`src/verilog/fssq_pkg.sv`:
```
// sequencer constants and types
//
// Notes on behaviour
// control 00000011 then store within four cycles erases the pointer's page
// control 00000001 then store within four cycles loads data word into buffer
// control 00000101 then store within four cycles writes buffer to the page
// core is stalled for the whole of every page erase and page write
// buffer clears on write completion, section-read-enable write, and system reset
// each buffer word may be loaded only once between buffer clears
// an EEPROM write during buffer loading discards everything loaded so far
// EEPROM write in progress blocks programming commands and fuse or lock reads
// software should check the EEPROM busy flag before arming a command
// buffer words may be loaded in any order within the page
// erase the page before writing it; buffer fill may precede the erase
// erase and following write must name the same page; nothing checks it
// pointer low bits select the word, high bits select the page
// pointer 0x0001 with lock-read armed returns lock bits within three cycles
// pointer 0x0000 low, 0x0003 high, 0x0002 extended fuse byte
// lock-read and store-enable self-clear on read, load timeout, store timeout
// with lock-read and store-enable clear, load reads program memory normally
// programmed fuse or lock bits read 0, unprogrammed read 1
// pointer bit 0 picks the byte on reads; store commands ignore it
// software should mask interrupts before arming so the window is kept
// a reset during a flash write lets the write run to its end
// store commands are accepted from code at any program address
// any low five bit pattern other than the five commands is ignored
// store-enable stays set through erase or write, clearing when ready
// ready interrupt asserts while store-enable clear and both enables set; the code also holds it low during an EEPROM write
// erase and write are timed from the calibrated clock, 3.7ms to 4.5ms
// page and word field widths are parameters of the variant

package fssq_pkg;
    localparam int CLK_NS = 25;
    localparam int OP_MIN_NS = 3700000;
    localparam int OP_MAX_NS = 4500000;
    localparam int OP_CYCLES = (OP_MIN_NS + CLK_NS - 1) / CLK_NS;
    localparam int SPM_WINDOW = 4;
    localparam int LPM_WINDOW = 3;
    localparam int WORD_BITS = 5;
    localparam int PAGE_BITS = 6;
    localparam int PTR_WIDTH = 16;
    localparam int REG_ADDR_WIDTH = 4;
    localparam logic [3:0] CTRL_OFFSET = 4'h0;
    localparam logic [3:0] WIN_RESET = 4'h0;
    localparam int BIT_STORE_EN = 0;
    localparam int BIT_ERASE = 1;
    localparam int BIT_WRITE = 2;
    localparam int BIT_LOCK_RD = 3;
    localparam int BIT_SECT_RD = 4;
    localparam int BIT_IRQ_EN = 7;
    localparam logic [4:0] CMD_LOAD = 5'h01;
    localparam logic [4:0] CMD_ERASE = 5'h03;
    localparam logic [4:0] CMD_WRITE = 5'h05;
    localparam logic [4:0] CMD_LOCK_RD = 5'h09;
    localparam logic [4:0] CMD_SECT_RD = 5'h11;
    localparam logic [15:0] PTR_FUSE_LOW = 16'h0000;
    localparam logic [15:0] PTR_LOCK = 16'h0001;
    localparam logic [15:0] PTR_FUSE_EXT = 16'h0002;
    localparam logic [15:0] PTR_FUSE_HIGH = 16'h0003;
    localparam logic [15:0] ERASED_WORD = 16'hffff;
    localparam logic [7:0] RDATA_RESET = 8'h00;
    localparam logic [7:0] LPM_RESET = 8'hff;

    typedef enum logic [1:0] {
        FSSQ_OP_IDLE = 2'b00,
        FSSQ_OP_ERASE = 2'b01,
        FSSQ_OP_WRITE = 2'b10
    } fssq_op_t;
endpackage

```
`src/verilog/fssq_sequencer.sv`:
```
// flash self-program sequencer top
`timescale 1ns/1ps
module fssq_sequencer #(
    parameter int WORD_BITS = fssq_pkg::WORD_BITS,
    parameter int PAGE_BITS = fssq_pkg::PAGE_BITS,
    parameter int OP_CYCLES = fssq_pkg::OP_CYCLES
) (
    input wire logic clock_i,
    input wire logic reset_i,
    input wire logic enable_i,
    input wire logic [3:0] reg_addr_i,
    input wire logic [7:0] reg_wdata_i,
    input wire logic reg_write_i,
    input wire logic reg_read_i,
    output logic [7:0] reg_rdata_o,
    input wire logic spm_i,
    input wire logic lpm_i,
    input wire logic [15:0] pointer_i,
    input wire logic [15:0] store_word_i,
    input wire logic [15:0] prog_word_i,
    output logic [7:0] lpm_data_o,
    output logic cpu_halt_o,
    input wire logic eeprom_busy_i,
    input wire logic global_irq_enable_i,
    output logic ready_irq_o,
    input wire logic [7:0] fuse_low_prog_i,
    input wire logic [7:0] fuse_high_prog_i,
    input wire logic [7:0] fuse_ext_prog_i,
    input wire logic [1:0] lock_prog_i,
    output logic flash_erase_o,
    output logic flash_write_o,
    output logic [PAGE_BITS-1:0] flash_page_o,
    output logic flash_wr_valid_o,
    output logic [WORD_BITS-1:0] flash_wr_index_o,
    output logic [15:0] flash_wr_data_o
);
    localparam int WORDS = 1 << WORD_BITS;
    localparam int CW = $clog2(OP_CYCLES + 1);
    localparam logic [CW-1:0] OP_LAST = CW'(OP_CYCLES - 1);

    // control bits
    logic irq_en_reg;
    logic store_en_reg;
    logic erase_reg;
    logic write_reg;
    logic lock_rd_reg;
    logic sect_rd_reg;

    // operation engine
    fssq_pkg::fssq_op_t op_reg;
    fssq_pkg::fssq_op_t op_next;
    logic [CW-1:0] op_count_reg;
    logic [PAGE_BITS-1:0] page_reg;
    logic halt_reg;
    logic erase_out_reg;
    logic write_out_reg;

    // buffer streaming toward the array
    logic stream_reg;
    logic [WORD_BITS-1:0] stream_idx_reg;
    logic wr_valid_reg;
    logic [WORD_BITS-1:0] wr_index_reg;
    logic [15:0] wr_data_reg;

    // read side
    logic [7:0] rdata_reg;
    logic [7:0] lpm_data_reg;
    logic irq_reg;

    // buffer storage
    logic [15:0] buf_data [WORDS];
    logic [WORDS-1:0] buf_loaded;
    logic [WORDS-1:0] buf_load;
    logic buf_clear;

    // decode
    logic ctrl_wr;
    logic [4:0] cmd;
    logic cmd_valid;
    logic op_idle;
    logic accept_cmd;
    logic spm_open;
    logic spm_expire;
    logic lpm_open;
    logic lpm_expire;
    logic spm_take;
    logic load_take;
    logic erase_take;
    logic write_take;
    logic lpm_special;
    logic op_done;
    logic clear_armed;
    logic [WORD_BITS-1:0] word_sel;
    logic [PAGE_BITS-1:0] page_sel;
    logic [7:0] fuse_byte;

    assign ctrl_wr = reg_write_i & (reg_addr_i == fssq_pkg::CTRL_OFFSET);
    assign cmd = reg_wdata_i[4:0];
    assign cmd_valid = (cmd == fssq_pkg::CMD_LOAD) | (cmd == fssq_pkg::CMD_ERASE) |
                       (cmd == fssq_pkg::CMD_WRITE) | (cmd == fssq_pkg::CMD_LOCK_RD) |
                       (cmd == fssq_pkg::CMD_SECT_RD);
    assign op_idle = (op_reg == fssq_pkg::FSSQ_OP_IDLE);
    // no arming mid-op or while EEPROM writes
    assign accept_cmd = ctrl_wr & cmd_valid & op_idle & ~eeprom_busy_i;

    // pointer split: bit 0 is the byte, then word, then page
    assign word_sel = pointer_i[WORD_BITS:1];
    assign page_sel = pointer_i[WORD_BITS+PAGE_BITS:WORD_BITS+1];

    // any program address may issue a store, no section check
    assign spm_take = spm_i & spm_open & store_en_reg & op_idle & ~eeprom_busy_i;
    assign load_take = spm_take & ~erase_reg & ~write_reg & ~lock_rd_reg & ~sect_rd_reg;
    assign erase_take = spm_take & erase_reg;
    assign write_take = spm_take & write_reg;
    assign lpm_special = lpm_i & lpm_open & lock_rd_reg & store_en_reg & ~eeprom_busy_i;
    assign op_done = ~op_idle & (op_count_reg == '0);

    // armed bits drop on window expiry or on any use but erase and write
    assign clear_armed = op_idle & ((spm_take & ~erase_reg & ~write_reg) |
                                    spm_expire | lpm_special | lpm_expire);

    fssq_window #(
        .LEN(fssq_pkg::SPM_WINDOW)
    ) u_spm_window (
        .clock_i(clock_i),
        .reset_i(reset_i),
        .enable_i(enable_i),
        .start_i(accept_cmd),
        .stop_i(spm_take | lpm_special),
        .open_o(spm_open),
        .expire_o(spm_expire)
    );

    fssq_window #(
        .LEN(fssq_pkg::LPM_WINDOW)
    ) u_lpm_window (
        .clock_i(clock_i),
        .reset_i(reset_i),
        .enable_i(enable_i),
        .start_i(accept_cmd & (cmd == fssq_pkg::CMD_LOCK_RD)),
        .stop_i(lpm_special | spm_take),
        .open_o(lpm_open),
        .expire_o(lpm_expire)
    );

    // control register
    always_ff @(posedge clock_i) begin
        if (reset_i) begin
            irq_en_reg <= 1'b0;
            store_en_reg <= 1'b0;
            erase_reg <= 1'b0;
            write_reg <= 1'b0;
            lock_rd_reg <= 1'b0;
            sect_rd_reg <= 1'b0;
        end else if (enable_i) begin
            if (ctrl_wr && op_idle && !eeprom_busy_i) begin
                irq_en_reg <= reg_wdata_i[fssq_pkg::BIT_IRQ_EN];
            end
            if (accept_cmd) begin
                store_en_reg <= 1'b1;
                erase_reg <= cmd[fssq_pkg::BIT_ERASE];
                write_reg <= cmd[fssq_pkg::BIT_WRITE];
                lock_rd_reg <= cmd[fssq_pkg::BIT_LOCK_RD];
                sect_rd_reg <= cmd[fssq_pkg::BIT_SECT_RD];
            end else if (op_done || clear_armed) begin
                // store-enable held high until the timed op ends; a reset still clears it mid-op
                store_en_reg <= 1'b0;
                erase_reg <= 1'b0;
                write_reg <= 1'b0;
                lock_rd_reg <= 1'b0;
                sect_rd_reg <= 1'b0;
            end
        end
    end

    always_comb begin
        op_next = op_reg;
        case (op_reg)
            fssq_pkg::FSSQ_OP_IDLE: begin
                if (erase_take) begin
                    op_next = fssq_pkg::FSSQ_OP_ERASE;
                end else if (write_take) begin
                    op_next = fssq_pkg::FSSQ_OP_WRITE;
                end
            end
            fssq_pkg::FSSQ_OP_ERASE,
            fssq_pkg::FSSQ_OP_WRITE: begin
                if (op_count_reg == '0) begin
                    op_next = fssq_pkg::FSSQ_OP_IDLE;
                end
            end
            default: begin
                op_next = fssq_pkg::FSSQ_OP_IDLE;
            end
        endcase
    end

    // reset waits for idle: a running op completes
    always_ff @(posedge clock_i) begin
        if (reset_i && op_idle) begin
            op_reg <= fssq_pkg::FSSQ_OP_IDLE;
            op_count_reg <= '0;
            page_reg <= '0;
        end else if (enable_i) begin
            op_reg <= op_next;
            if (op_idle) begin
                // calibrated minimum length
                op_count_reg <= OP_LAST;
                if (erase_take || write_take) begin
                    // data words ignored, only the page field counts
                    page_reg <= page_sel;
                end
            end else if (op_count_reg != '0) begin
                op_count_reg <= op_count_reg - CW'(1);
            end
        end
    end

    // halt and array strobes straight from flops
    always_ff @(posedge clock_i) begin
        if (reset_i && op_idle) begin
            halt_reg <= 1'b0;
            erase_out_reg <= 1'b0;
            write_out_reg <= 1'b0;
        end else if (enable_i) begin
            halt_reg <= (op_next != fssq_pkg::FSSQ_OP_IDLE);
            erase_out_reg <= (op_next == fssq_pkg::FSSQ_OP_ERASE);
            write_out_reg <= (op_next == fssq_pkg::FSSQ_OP_WRITE);
        end
    end

    // stream the buffer at write start; the stream runs on through a reset,
    // but buffer words not yet sent read back as erased after it
    always_ff @(posedge clock_i) begin
        if (reset_i && op_idle) begin
            stream_reg <= 1'b0;
            stream_idx_reg <= '0;
            wr_valid_reg <= 1'b0;
            wr_index_reg <= '0;
            wr_data_reg <= fssq_pkg::ERASED_WORD;
        end else if (enable_i) begin
            wr_valid_reg <= stream_reg;
            wr_index_reg <= stream_idx_reg;
            wr_data_reg <= buf_data[stream_idx_reg];
            if (write_take) begin
                stream_reg <= 1'b1;
                stream_idx_reg <= '0;
            end else if (stream_reg) begin
                stream_idx_reg <= stream_idx_reg + WORD_BITS'(1);
                if (stream_idx_reg == WORD_BITS'(WORDS - 1)) begin
                    stream_reg <= 1'b0;
                end
            end
        end
    end

    // temporary page buffer
    assign buf_clear = (op_done && op_reg == fssq_pkg::FSSQ_OP_WRITE) |
                       (accept_cmd && cmd == fssq_pkg::CMD_SECT_RD) |
                       (eeprom_busy_i && (|buf_loaded));

    genvar gi;
    generate
        for (gi = 0; gi < WORDS; gi++) begin : g_buf
            // any word may be loaded in any order, no sequence enforced
            assign buf_load[gi] = load_take & (word_sel == WORD_BITS'(gi));
            fssq_buf_word u_word (
                .clock_i(clock_i),
                .reset_i(reset_i),
                .enable_i(enable_i),
                .clear_i(buf_clear),
                .load_i(buf_load[gi]),
                .data_i(store_word_i),
                .data_o(buf_data[gi]),
                .loaded_o(buf_loaded[gi])
            );
        end
    endgenerate

    // fuse and lock values; inputs mark programmed bits as 1
    always_comb begin
        case (pointer_i)
            fssq_pkg::PTR_FUSE_LOW: fuse_byte = ~fuse_low_prog_i;
            fssq_pkg::PTR_LOCK: fuse_byte = {6'h3f, ~lock_prog_i};
            fssq_pkg::PTR_FUSE_EXT: fuse_byte = ~fuse_ext_prog_i;
            fssq_pkg::PTR_FUSE_HIGH: fuse_byte = ~fuse_high_prog_i;
            default: fuse_byte = fssq_pkg::LPM_RESET;
        endcase
    end

    // load data one cycle after the load instruction
    always_ff @(posedge clock_i) begin
        if (reset_i) begin
            lpm_data_reg <= fssq_pkg::LPM_RESET;
        end else if (enable_i && lpm_i) begin
            if (lpm_special) begin
                lpm_data_reg <= fuse_byte;
            end else if (pointer_i[0]) begin
                lpm_data_reg <= prog_word_i[15:8];
            end else begin
                lpm_data_reg <= prog_word_i[7:0];
            end
        end
    end

    // register read port, unmapped offsets read zero
    always_ff @(posedge clock_i) begin
        if (reset_i) begin
            rdata_reg <= fssq_pkg::RDATA_RESET;
        end else if (enable_i) begin
            if (reg_read_i && reg_addr_i == fssq_pkg::CTRL_OFFSET) begin
                rdata_reg <= {irq_en_reg, 2'b00, sect_rd_reg, lock_rd_reg,
                              write_reg, erase_reg, store_en_reg};
            end else begin
                rdata_reg <= fssq_pkg::RDATA_RESET;
            end
        end
    end

    // no ready irq during EEPROM write or store
    always_ff @(posedge clock_i) begin
        if (reset_i) begin
            irq_reg <= 1'b0;
        end else if (enable_i) begin
            irq_reg <= irq_en_reg & global_irq_enable_i & ~store_en_reg &
                       ~eeprom_busy_i;
        end
    end

    assign reg_rdata_o = rdata_reg;
    assign lpm_data_o = lpm_data_reg;
    assign cpu_halt_o = halt_reg;
    assign ready_irq_o = irq_reg;
    assign flash_erase_o = erase_out_reg;
    assign flash_write_o = write_out_reg;
    assign flash_page_o = page_reg;
    assign flash_wr_valid_o = wr_valid_reg;
    assign flash_wr_index_o = wr_index_reg;
    assign flash_wr_data_o = wr_data_reg;
endmodule // fssq_sequencer

```
`src/verilog/fssq_window.sv`:
```
// countdown window open LEN cycles after arming
`timescale 1ns/1ps
module fssq_window #(
    parameter int LEN = 4
) (
    input wire logic clock_i,
    input wire logic reset_i,
    input wire logic enable_i,
    input wire logic start_i,
    input wire logic stop_i,
    output logic open_o,
    output logic expire_o
);
    logic [3:0] count_reg;

    always_ff @(posedge clock_i) begin
        if (reset_i) begin
            count_reg <= fssq_pkg::WIN_RESET;
        end else if (enable_i) begin
            if (start_i) begin
                count_reg <= LEN[3:0];
            end else if (stop_i) begin
                count_reg <= fssq_pkg::WIN_RESET;
            end else if (count_reg != 4'h0) begin
                count_reg <= count_reg - 4'h1;
            end
        end
    end

    assign open_o = (count_reg != 4'h0);
    // last open cycle, nothing taken
    assign expire_o = enable_i & (count_reg == 4'h1) & ~stop_i & ~start_i;
endmodule // fssq_window

```
`src/verilog/fssq_buf_word.sv`:
```
// one word of the temporary page buffer with its loaded mark
`timescale 1ns/1ps
module fssq_buf_word (
    input wire logic clock_i,
    input wire logic reset_i,
    input wire logic enable_i,
    input wire logic clear_i,
    input wire logic load_i,
    input wire logic [15:0] data_i,
    output logic [15:0] data_o,
    output logic loaded_o
);
    always_ff @(posedge clock_i) begin
        if (reset_i) begin
            data_o <= fssq_pkg::ERASED_WORD;
            loaded_o <= 1'b0;
        end else if (enable_i) begin
            if (clear_i) begin
                data_o <= fssq_pkg::ERASED_WORD;
                loaded_o <= 1'b0;
            end else if (load_i && !loaded_o) begin
                // a second load before a clear cannot land
                data_o <= data_i;
                loaded_o <= 1'b1;
            end
        end
    end
endmodule // fssq_buf_word

```
`config.mk`:
```
export PLATFORM = sky130hd
export DESIGN_NAME = fssq_sequencer
export DESIGN_NICKNAME = d
export VERILOG_FILES = /design/src/verilog/fssq_pkg.sv /design/src/verilog/fssq_sequencer.sv /design/src/verilog/fssq_window.sv /design/src/verilog/fssq_buf_word.sv
export SDC_FILE = /design/constraint.sdc
export NUM_CORES = 1
export LEC_CHECK = 0
export BUFFER_PORTS_ARGS = -buffer_cell sky130_fd_sc_hd__buf_2
export CORE_MARGIN = 4
export CORE_UTILIZATION = 40
export CTS_BUF_LIST = sky130_fd_sc_hd__clkbuf_8
export CTS_CLUSTER_SIZE = 28
export DETAILED_ROUTE_END_ITERATION = 10
export SLEW_MARGIN = 20
export SYNTH_ARGS = -nofsm -noshare
export SYNTH_HDL_FRONTEND = slang
export SYNTH_SLANG_ARGS = --single-unit
```
`constraint.sdc`:
```
create_clock -name clock_i -period 2.6 [get_ports clock_i]
set_input_delay 0.39 -clock clock_i [delete_from_list [all_inputs] [get_ports clock_i]]
set_output_delay 0.39 -clock clock_i [all_outputs]
set_load 0.02 [all_outputs]
```
After elaboration in Yosys (flattened, before gate mapping):

Cells that the tools add are included.

* $add $sub $neg: 4
* multiply operators: 0
* divide/modulo/power cells: 0
* magnitude comparators: 1
* eq/ne operators: 46
* shifts and indexed selects: 0
* multiplexer cells: 158
* bitwise operators: 87
* reductions and logical operators: 162

Operators with widths (count)
* $mux W16: 66
* $eq A5 B5 Y1 const B: 18
* $bmux W16 S5: 1
* $reduce_and A2 Y1: 38
* $mux W1: 73
* $reduce_bool A2 Y1: 36
* $and A1 B1 Y1: 62
* $eq A5 B4 Y1 const B: 9
* $logic_and A1 B1 Y1: 40
* $mux W18: 2
* $logic_not A1 Y1: 33
* $eq A16 B2 Y1 const B: 2
* $pmux W8 S4: 1
* $reduce_or A32 Y1: 1
* $eq A5 B3 Y1 const B: 5
* $mux W4: 6
* $mux W8: 3
* $not A8 Y8: 3
* $logic_not A18 Y1: 1
* $reduce_bool A18 Y1: 1
* $sub A18 B1 Y18 const B: 1
* $eq A16 B1 Y1 const B: 1
* $logic_not A16 Y1: 1
* $eq A5 B2 Y1 const B: 3
* other kinds (22): 51

* bits in registers: 632
* bits in latches: 0
* RAM bits: 0
* bits in read-only memories: 0
* input port bits: 95
* output and inout bits: 48
* logic and storage cells: 544
* memories: 0

Depth between registers and ports, before layout:

* depth in word-level cells: 17
* gate-level depth with buffers: 12

By module:

A second synthesis with hierarchy kept.

* cells, all modules: 3329
* area, all modules: 34122.7 um2

By module, submodules not included
* fssq_buf_word: instances 32, cells an instance 78, area each 797.0 um2
* fssq_sequencer: instances 1, cells an instance 769, area each 8070.2 um2
* fssq_window at u_spm_window: instances 1, cells an instance 32, area each 282.8 um2
* fssq_window at u_lpm_window: instances 1, cells an instance 32, area each 265.3 um2

Worst setup path after synthesis:

No wires, ideal clock.

* path type: register -> register
* start: register stream_idx_reg[0]
* end: register wr_data_reg[10], in the netlist flash_wr_data_o[10]
* data arrival time: 2.633 ns
* data required time: 2.463 ns
* path slack: -0.171 ns
* cell stages (with the launch flop): 10
* path buffers: 4
* cells stage by stage: dfxtp_1 clkbuf_1 buf_1 buf_1 clkbuf_1 mux4_2 mux2i_1 nor2_1 a2111oi_0 o21ai_0

* longest elaborated chain between the ends: 4

RTL lines
* start: declaration: RTL line fssq_sequencer.sv:60 `logic [WORD_BITS-1:0] stream_idx_reg;`
* start signal: assignment: RTL line fssq_sequencer.sv:249 `stream_idx_reg <= stream_idx_reg + WORD_BITS'(1);`
* $not A5 Y6 (implied by the code): RTL line fssq_sequencer.sv:244 `wr_data_reg <= buf_data[stream_idx_reg];`
* $bmux W16 S5: RTL line fssq_sequencer.sv:244
* $mux W16 (implied by the code) (2 in series): RTL line fssq_sequencer.sv:244
* end signal: assignment: RTL line fssq_sequencer.sv:240 `wr_data_reg <= fssq_pkg::ERASED_WORD;`
* end signal: assignment: RTL line fssq_sequencer.sv:244
* end: declaration: RTL line fssq_sequencer.sv:63 `logic [15:0] wr_data_reg;`

No other way between the ends. The select of a mux whose other input is x is not followed.
A chain may end at the register's enable or synchronous reset.

Final worst setup path:

* start: register op_count_reg[11]
* end: register g_buf[16].u_word.data_o[0]

* longest elaborated chain between the ends: 7
* elaborated cells on any way between the ends: 8

RTL lines
* start: declaration: RTL line fssq_sequencer.sv:52 `logic [CW-1:0] op_count_reg;`
* start signal: assignment: RTL line fssq_sequencer.sv:214 `op_count_reg <= op_count_reg - CW'(1);`
* $logic_not A18 Y1 (*): RTL line fssq_sequencer.sv:116 `assign op_done = ~op_idle & (op_count_reg == '0);`
* $and A1 B1 Y1 (*): RTL line fssq_sequencer.sv:116
* $logic_and A1 B1 Y1 (*): RTL line fssq_sequencer.sv:258 `assign buf_clear = (op_done && op_reg == fssq_pkg::FSSQ_OP_WRITE) |`
* $or A1 B1 Y1 (*): RTL line fssq_sequencer.sv:258
* $or A1 B1 Y1 (*): RTL line fssq_sequencer.sv:259 `(accept_cmd && cmd == fssq_pkg::CMD_SECT_RD) |`
* $reduce_bool A2 Y1 (no line)
* $reduce_and A2 Y1 (no line)
* end signal: assignment: RTL line fssq_buf_word.sv:15 `data_o <= fssq_pkg::ERASED_WORD;`
* end signal: assignment: RTL line fssq_buf_word.sv:19 `data_o <= fssq_pkg::ERASED_WORD;`
* end signal: assignment: RTL line fssq_buf_word.sv:23 `data_o <= data_i;`
* end: declaration: RTL line fssq_buf_word.sv:10 `output logic [15:0] data_o,`

Every way passes the cells marked *; elsewhere a longest branch is shown, timed or not.

==> impl_metrics.prom <==
# TYPE chip_impl_metric gauge
chip_impl_info{name="run_status",value="finished with violations"} 1
chip_impl_info{name="failed_checks",value="setup timing"} 1
chip_impl_metric{name="power_density_of_the_placed_cells",unit="nW/um^2"} 579.0
chip_impl_metric{name="rows",unit=""} 94
chip_impl_info{name="crit_type",value="reg -> reg"} 1
chip_impl_metric{name="synth-edff-count",unit=""} 0
chip_impl_info{name="post_synth_main_area_contributors",value="dfxtp_1, mux4_2, a2bb2oi_1"} 1
chip_impl_info{name="layout.cells.most_common_list",value="dfxtp_1, a2bb2oi_2, buf_4, nor2_1, mux4_2"} 1
chip_impl_metric{name="wire_per_inst",unit="um"} 26.29
chip_impl_metric{name="die_x",unit="um"} 265.7
chip_impl_metric{name="cap_viol_max_count",unit=""} 0
chip_impl_metric{name="postLayoutCoreUtil",unit="%"} 54.66
chip_impl_metric{name="fp.dieH",unit="um"} 265.7
chip_impl_metric{name="synthesis.yosys.warnings",unit=""} 0
chip_impl_metric{name="placement.cell_area",unit="sq um"} 30010
chip_impl_metric{name="core_area",unit="sq um"} 65750
chip_impl_metric{name="drtIter0Drc",unit=""} 2108
chip_impl_metric{name="max_clock_freq",unit="GHz"} 0.3725
chip_impl_metric{name="p_total",unit="mW"} 20.81
chip_impl_metric{name="detail_route.wirelength",unit="um"} 97540
chip_impl_metric{name="worstPathMaxFanout",unit=""} 6
chip_impl_metric{name="global_placer_s_final_weighted_congestion",unit=""} 0.8991
chip_impl_metric{name="clock_sink_count",unit=""} 630
chip_impl_info{name="path_delay_family",value="simple AND/OR/NAND/NOR gates"} 1
chip_impl_metric{name="worst-path-buf-inv",unit=""} 4
chip_impl_metric{name="worst_hold_slack_after_final_layout",unit="ns"} 0.07783
chip_impl_info{name="hold_path.class",value="in -> reg"} 1
chip_impl_metric{name="post_synthesis_register_bit_count",unit=""} 630
chip_impl_metric{name="grt_pass1_vias",unit=""} 22320
chip_impl_metric{name="worst-endpoint-required",unit="ns"} 3.25
chip_impl_metric{name="cts_max_path_buffers",unit=""} 3
chip_impl_metric{name="part_of_the_cycle_the_worst_path_needs",unit="%"} 103.3
chip_impl_metric{name="finClkSkew",unit="ns"} 0.06474
chip_impl_metric{name="timing.slew.headroom",unit="%"} 26.69
chip_impl_metric{name="cts_buffers",unit=""} 101
chip_impl_info{name="start_kind",value="register"} 1
chip_impl_metric{name="clk_transition_reported_paths",unit="ns"} 0.07
chip_impl_metric{name="synth.lib_cells_used.distinct",unit=""} 78
chip_impl_metric{name="async_reset_ff_share",unit="%"} 0
chip_impl_metric{name="synth_seq_area_share",unit="%"} 47.48
chip_impl_metric{name="met3_usage",unit="%"} 5.411
chip_impl_metric{name="die_area",unit="sq um"} 70600
chip_impl_metric{name="number_of_hold_slack_violations_in_the_final_timing_report",unit=""} 0
chip_impl_metric{name="syn-instance-count",unit=""} 2407
chip_impl_info{name="slowest_stage_cell_crit_path",value="or4_4"} 1
chip_impl_metric{name="ant_nets",unit=""} 0
chip_impl_metric{name="grt_use_met1",unit="%"} 33.83
chip_impl_info{name="grt_setup_unrepaired",value="true"} 1
chip_impl_metric{name="worstRegToRegCells",unit=""} 10
chip_impl_metric{name="largest_register_ffs",unit=""} 512
chip_impl_metric{name="layout_min_cycle_time",unit="ns"} 2.685
chip_impl_metric{name="vdd_ir_drop_max",unit="mV"} 0.3955
chip_impl_info{name="globalRoute.busiestLayer",value="met2"} 1
chip_impl_info{name="synth_top_area_cell",value="dfxtp_1"} 1
chip_impl_metric{name="clkLatencyLatePin",unit="ns"} 0.74
chip_impl_info{name="root_buffer",value="clkbuf_8"} 1
chip_impl_metric{name="transition_time_at_the_pin_with_the_least_slew_margin",unit="ns"} 1.096
chip_impl_info{name="tritoncts",value="done"} 1
chip_impl_metric{name="overflow",unit=""} 0
chip_impl_metric{name="post_synth.cell_area_avg",unit="sq um"} 11.04
chip_impl_metric{name="post_synthesis_to_final_layout_area_growth",unit="%"} 35.29
chip_impl_metric{name="filler_cell_count",unit=""} 5381
chip_impl_metric{name="power.static_leakage",unit="nW"} 12.74
chip_impl_metric{name="drive_gt1_share",unit="%"} 38.88
chip_impl_metric{name="post-route-worst-setup-slack",unit="ns"} -0.08484
chip_impl_metric{name="floorplan.initialDensity",unit="%"} 40.40
chip_impl_metric{name="crit_arrival",unit="ns"} 3.33
chip_impl_metric{name="delay_of_the_slowest_critical_path_stage",unit="ns"} 0.61
chip_impl_info{name="crit-reg2reg-launch",value="op_count_reg[11]"} 1
chip_impl_metric{name="vias",unit=""} 22920
chip_impl_metric{name="vias_per_cell",unit=""} 6.177
chip_impl_metric{name="h_tree_levels",unit=""} 3
chip_impl_metric{name="floorplan.io_pins",unit=""} 143
chip_impl_metric{name="post-synth-top-area-fraction",unit="%"} 47.48
chip_impl_info{name="beginning_of_the_critical_path",value="op_count_reg[11]"} 1
chip_impl_info{name="cp-endpoint",value="g_buf[16].u_word.data_o[0]"} 1
chip_impl_info{name="reg2reg_to",value="g_buf[16].u_word.data_o[0]"} 1
chip_impl_info{name="timing.hold.worst.start",value="fuse_high_prog_i[0]"} 1
chip_impl_metric{name="mappedNetlistArea",unit="sq um"} 26560
chip_impl_metric{name="route.detailed.drc",unit=""} 0
chip_impl_info{name="layout.cells.most_common",value="dfxtp_1"} 1
chip_impl_metric{name="globalRouteMet2Util",unit="%"} 37.94
chip_impl_metric{name="globalRouteTotalUtil",unit="%"} 24.43
chip_impl_metric{name="final_max_slew_viol_count",unit=""} 0
chip_impl_info{name="synthFlopType",value="dfxtp_1"} 1
chip_impl_info{name="timing.critical_path.cells",value="or4_4, nor4_4, buf_4, a311oi_4, a21o_4, buf_12, o41ai_4, buf_6, clkbuf_16, a2bb2oi_1"} 1
chip_impl_metric{name="finalSetupViolations",unit=""} 166
chip_impl_metric{name="largest_net_degree_at_the_start_of_global_routing",unit=""} 56
chip_impl_metric{name="critical_path_depth",unit=""} 10
chip_impl_metric{name="regToRegSetupSlack",unit="ns"} -0.08
chip_impl_metric{name="stdcell_area",unit="sq um"} 35940
chip_impl_metric{name="io_buffers",unit=""} 138
chip_impl_info{name="end_kind",value="register"} 1
chip_impl_metric{name="drt_pass1_iterations",unit=""} 5
chip_impl_metric{name="grt_antenna_before_repair",unit=""} 3
chip_impl_metric{name="grt_first_pass_wirelength",unit="um"} 135300
chip_impl_metric{name="layout.nets",unit=""} 2877
chip_impl_metric{name="dp.final_hpwl",unit="um"} 61990
-- cells in the mapped netlist (all sizes together) (7+ instances only) --
library cell    n
dfxtp         630
a2bb2oi       295
nor2          169
clkbuf        149
mux4          145
nand2b        127
a21oi          87
buf            72
nor3           71
o22a           56
o22ai          54
mux2i          53
nand2          52
o32ai          52
inv            51
o21ai          50
a22oi          34
nor4           31
nand3          25
o31ai          19
a2111oi        16
ha             12
or3            11
a31oi          10
and3           10
nand4          10
nand3b          9
xnor2           8
nor2b           7
nor3b           7
o211ai          7
xor2            7
-- routing by layer --
metal  routed length [um]  part of all wire, %
met1                39970                   41
met2                44760                   46
met3                 8929                  9.2
met4                 3870                  4.0
met5                   13                0.013
-- worst min-delay path by stage --
stage                                       to  slack (ns)  cells past startpoint
global route                     lpm_data_o[0]        0.07                      4
detailed placement  g_buf[0].u_word.data_o[15]        0.45                      2
floorplan            g_buf[4].u_word.data_o[0]        0.43                      1
global placement    g_buf[4].u_word.data_o[12]        0.44                      1
CTS                 g_buf[17].u_word.data_o[4]        0.02                      3
finish                           lpm_data_o[0]        0.08                      4
-- where the power goes --
group / leakage (nW) / switching [mW] / internal, mW
clock: 1.19 / 4.14 / 4.70
combinational: 6.44 / 1.20 / 0.963
sequential: 5.11 / 0.0747 / 9.73
-- kinds of logic after synthesis --
group	after synthesis	synth area share [%]
compound gates	722	21.71
flops	630	47.48
simple gates	554	11.14
buf+inv	274	4.258
mux	199	14.33
xor+xnor	15	0.4946
fa+ha+maj	12	0.5652
other cells	1	0.01412
-- metrics by stage --
step,setup TNS [ns],std cells,setup slack (ns)
floorplan,-3.319,2408,-0.06585
global placement,-16.20,3415,-0.1927
detailed placement,-27.07,3415,-0.2356
CTS,-0.1066,3628,-0.02565
global route,-18.90,3710,-0.1513
finish,-3.730,3710,-0.08484
-- tightest hold or removal path: cells and delay by family --
kind	cells	cell delay, ns
compound gates	2	0.22
buf+inv	1	0.08
mux	1	0.06
-- what timing repair did --
action	4_1_cts	5_1_grt
pin swaps	12	43
hold buffers	24	0
gates resized for setup	10	397
buffers inserted	11	48
hold endpoints to repair	52	0
endpoints found under the setup margin	321	512
gates cloned	0	35
-- layout make-up --
type                            instances  area (sq um)  share of cell area [%]
Multi-Input combinational cell       1504         14960                   41.61
Sequential cell                       630         12630                   35.14
Timing Repair Buffer                  480          4979                   13.85
Clock buffer                          130          1789                   4.979
Tap cell                              864          1081                   3.008
Clock inverter                         48         304.0                  0.8460
Inverter                               53         198.9                  0.5536
Antenna cell                            1         2.502                0.006963
(Power assumes the default switching activity.)
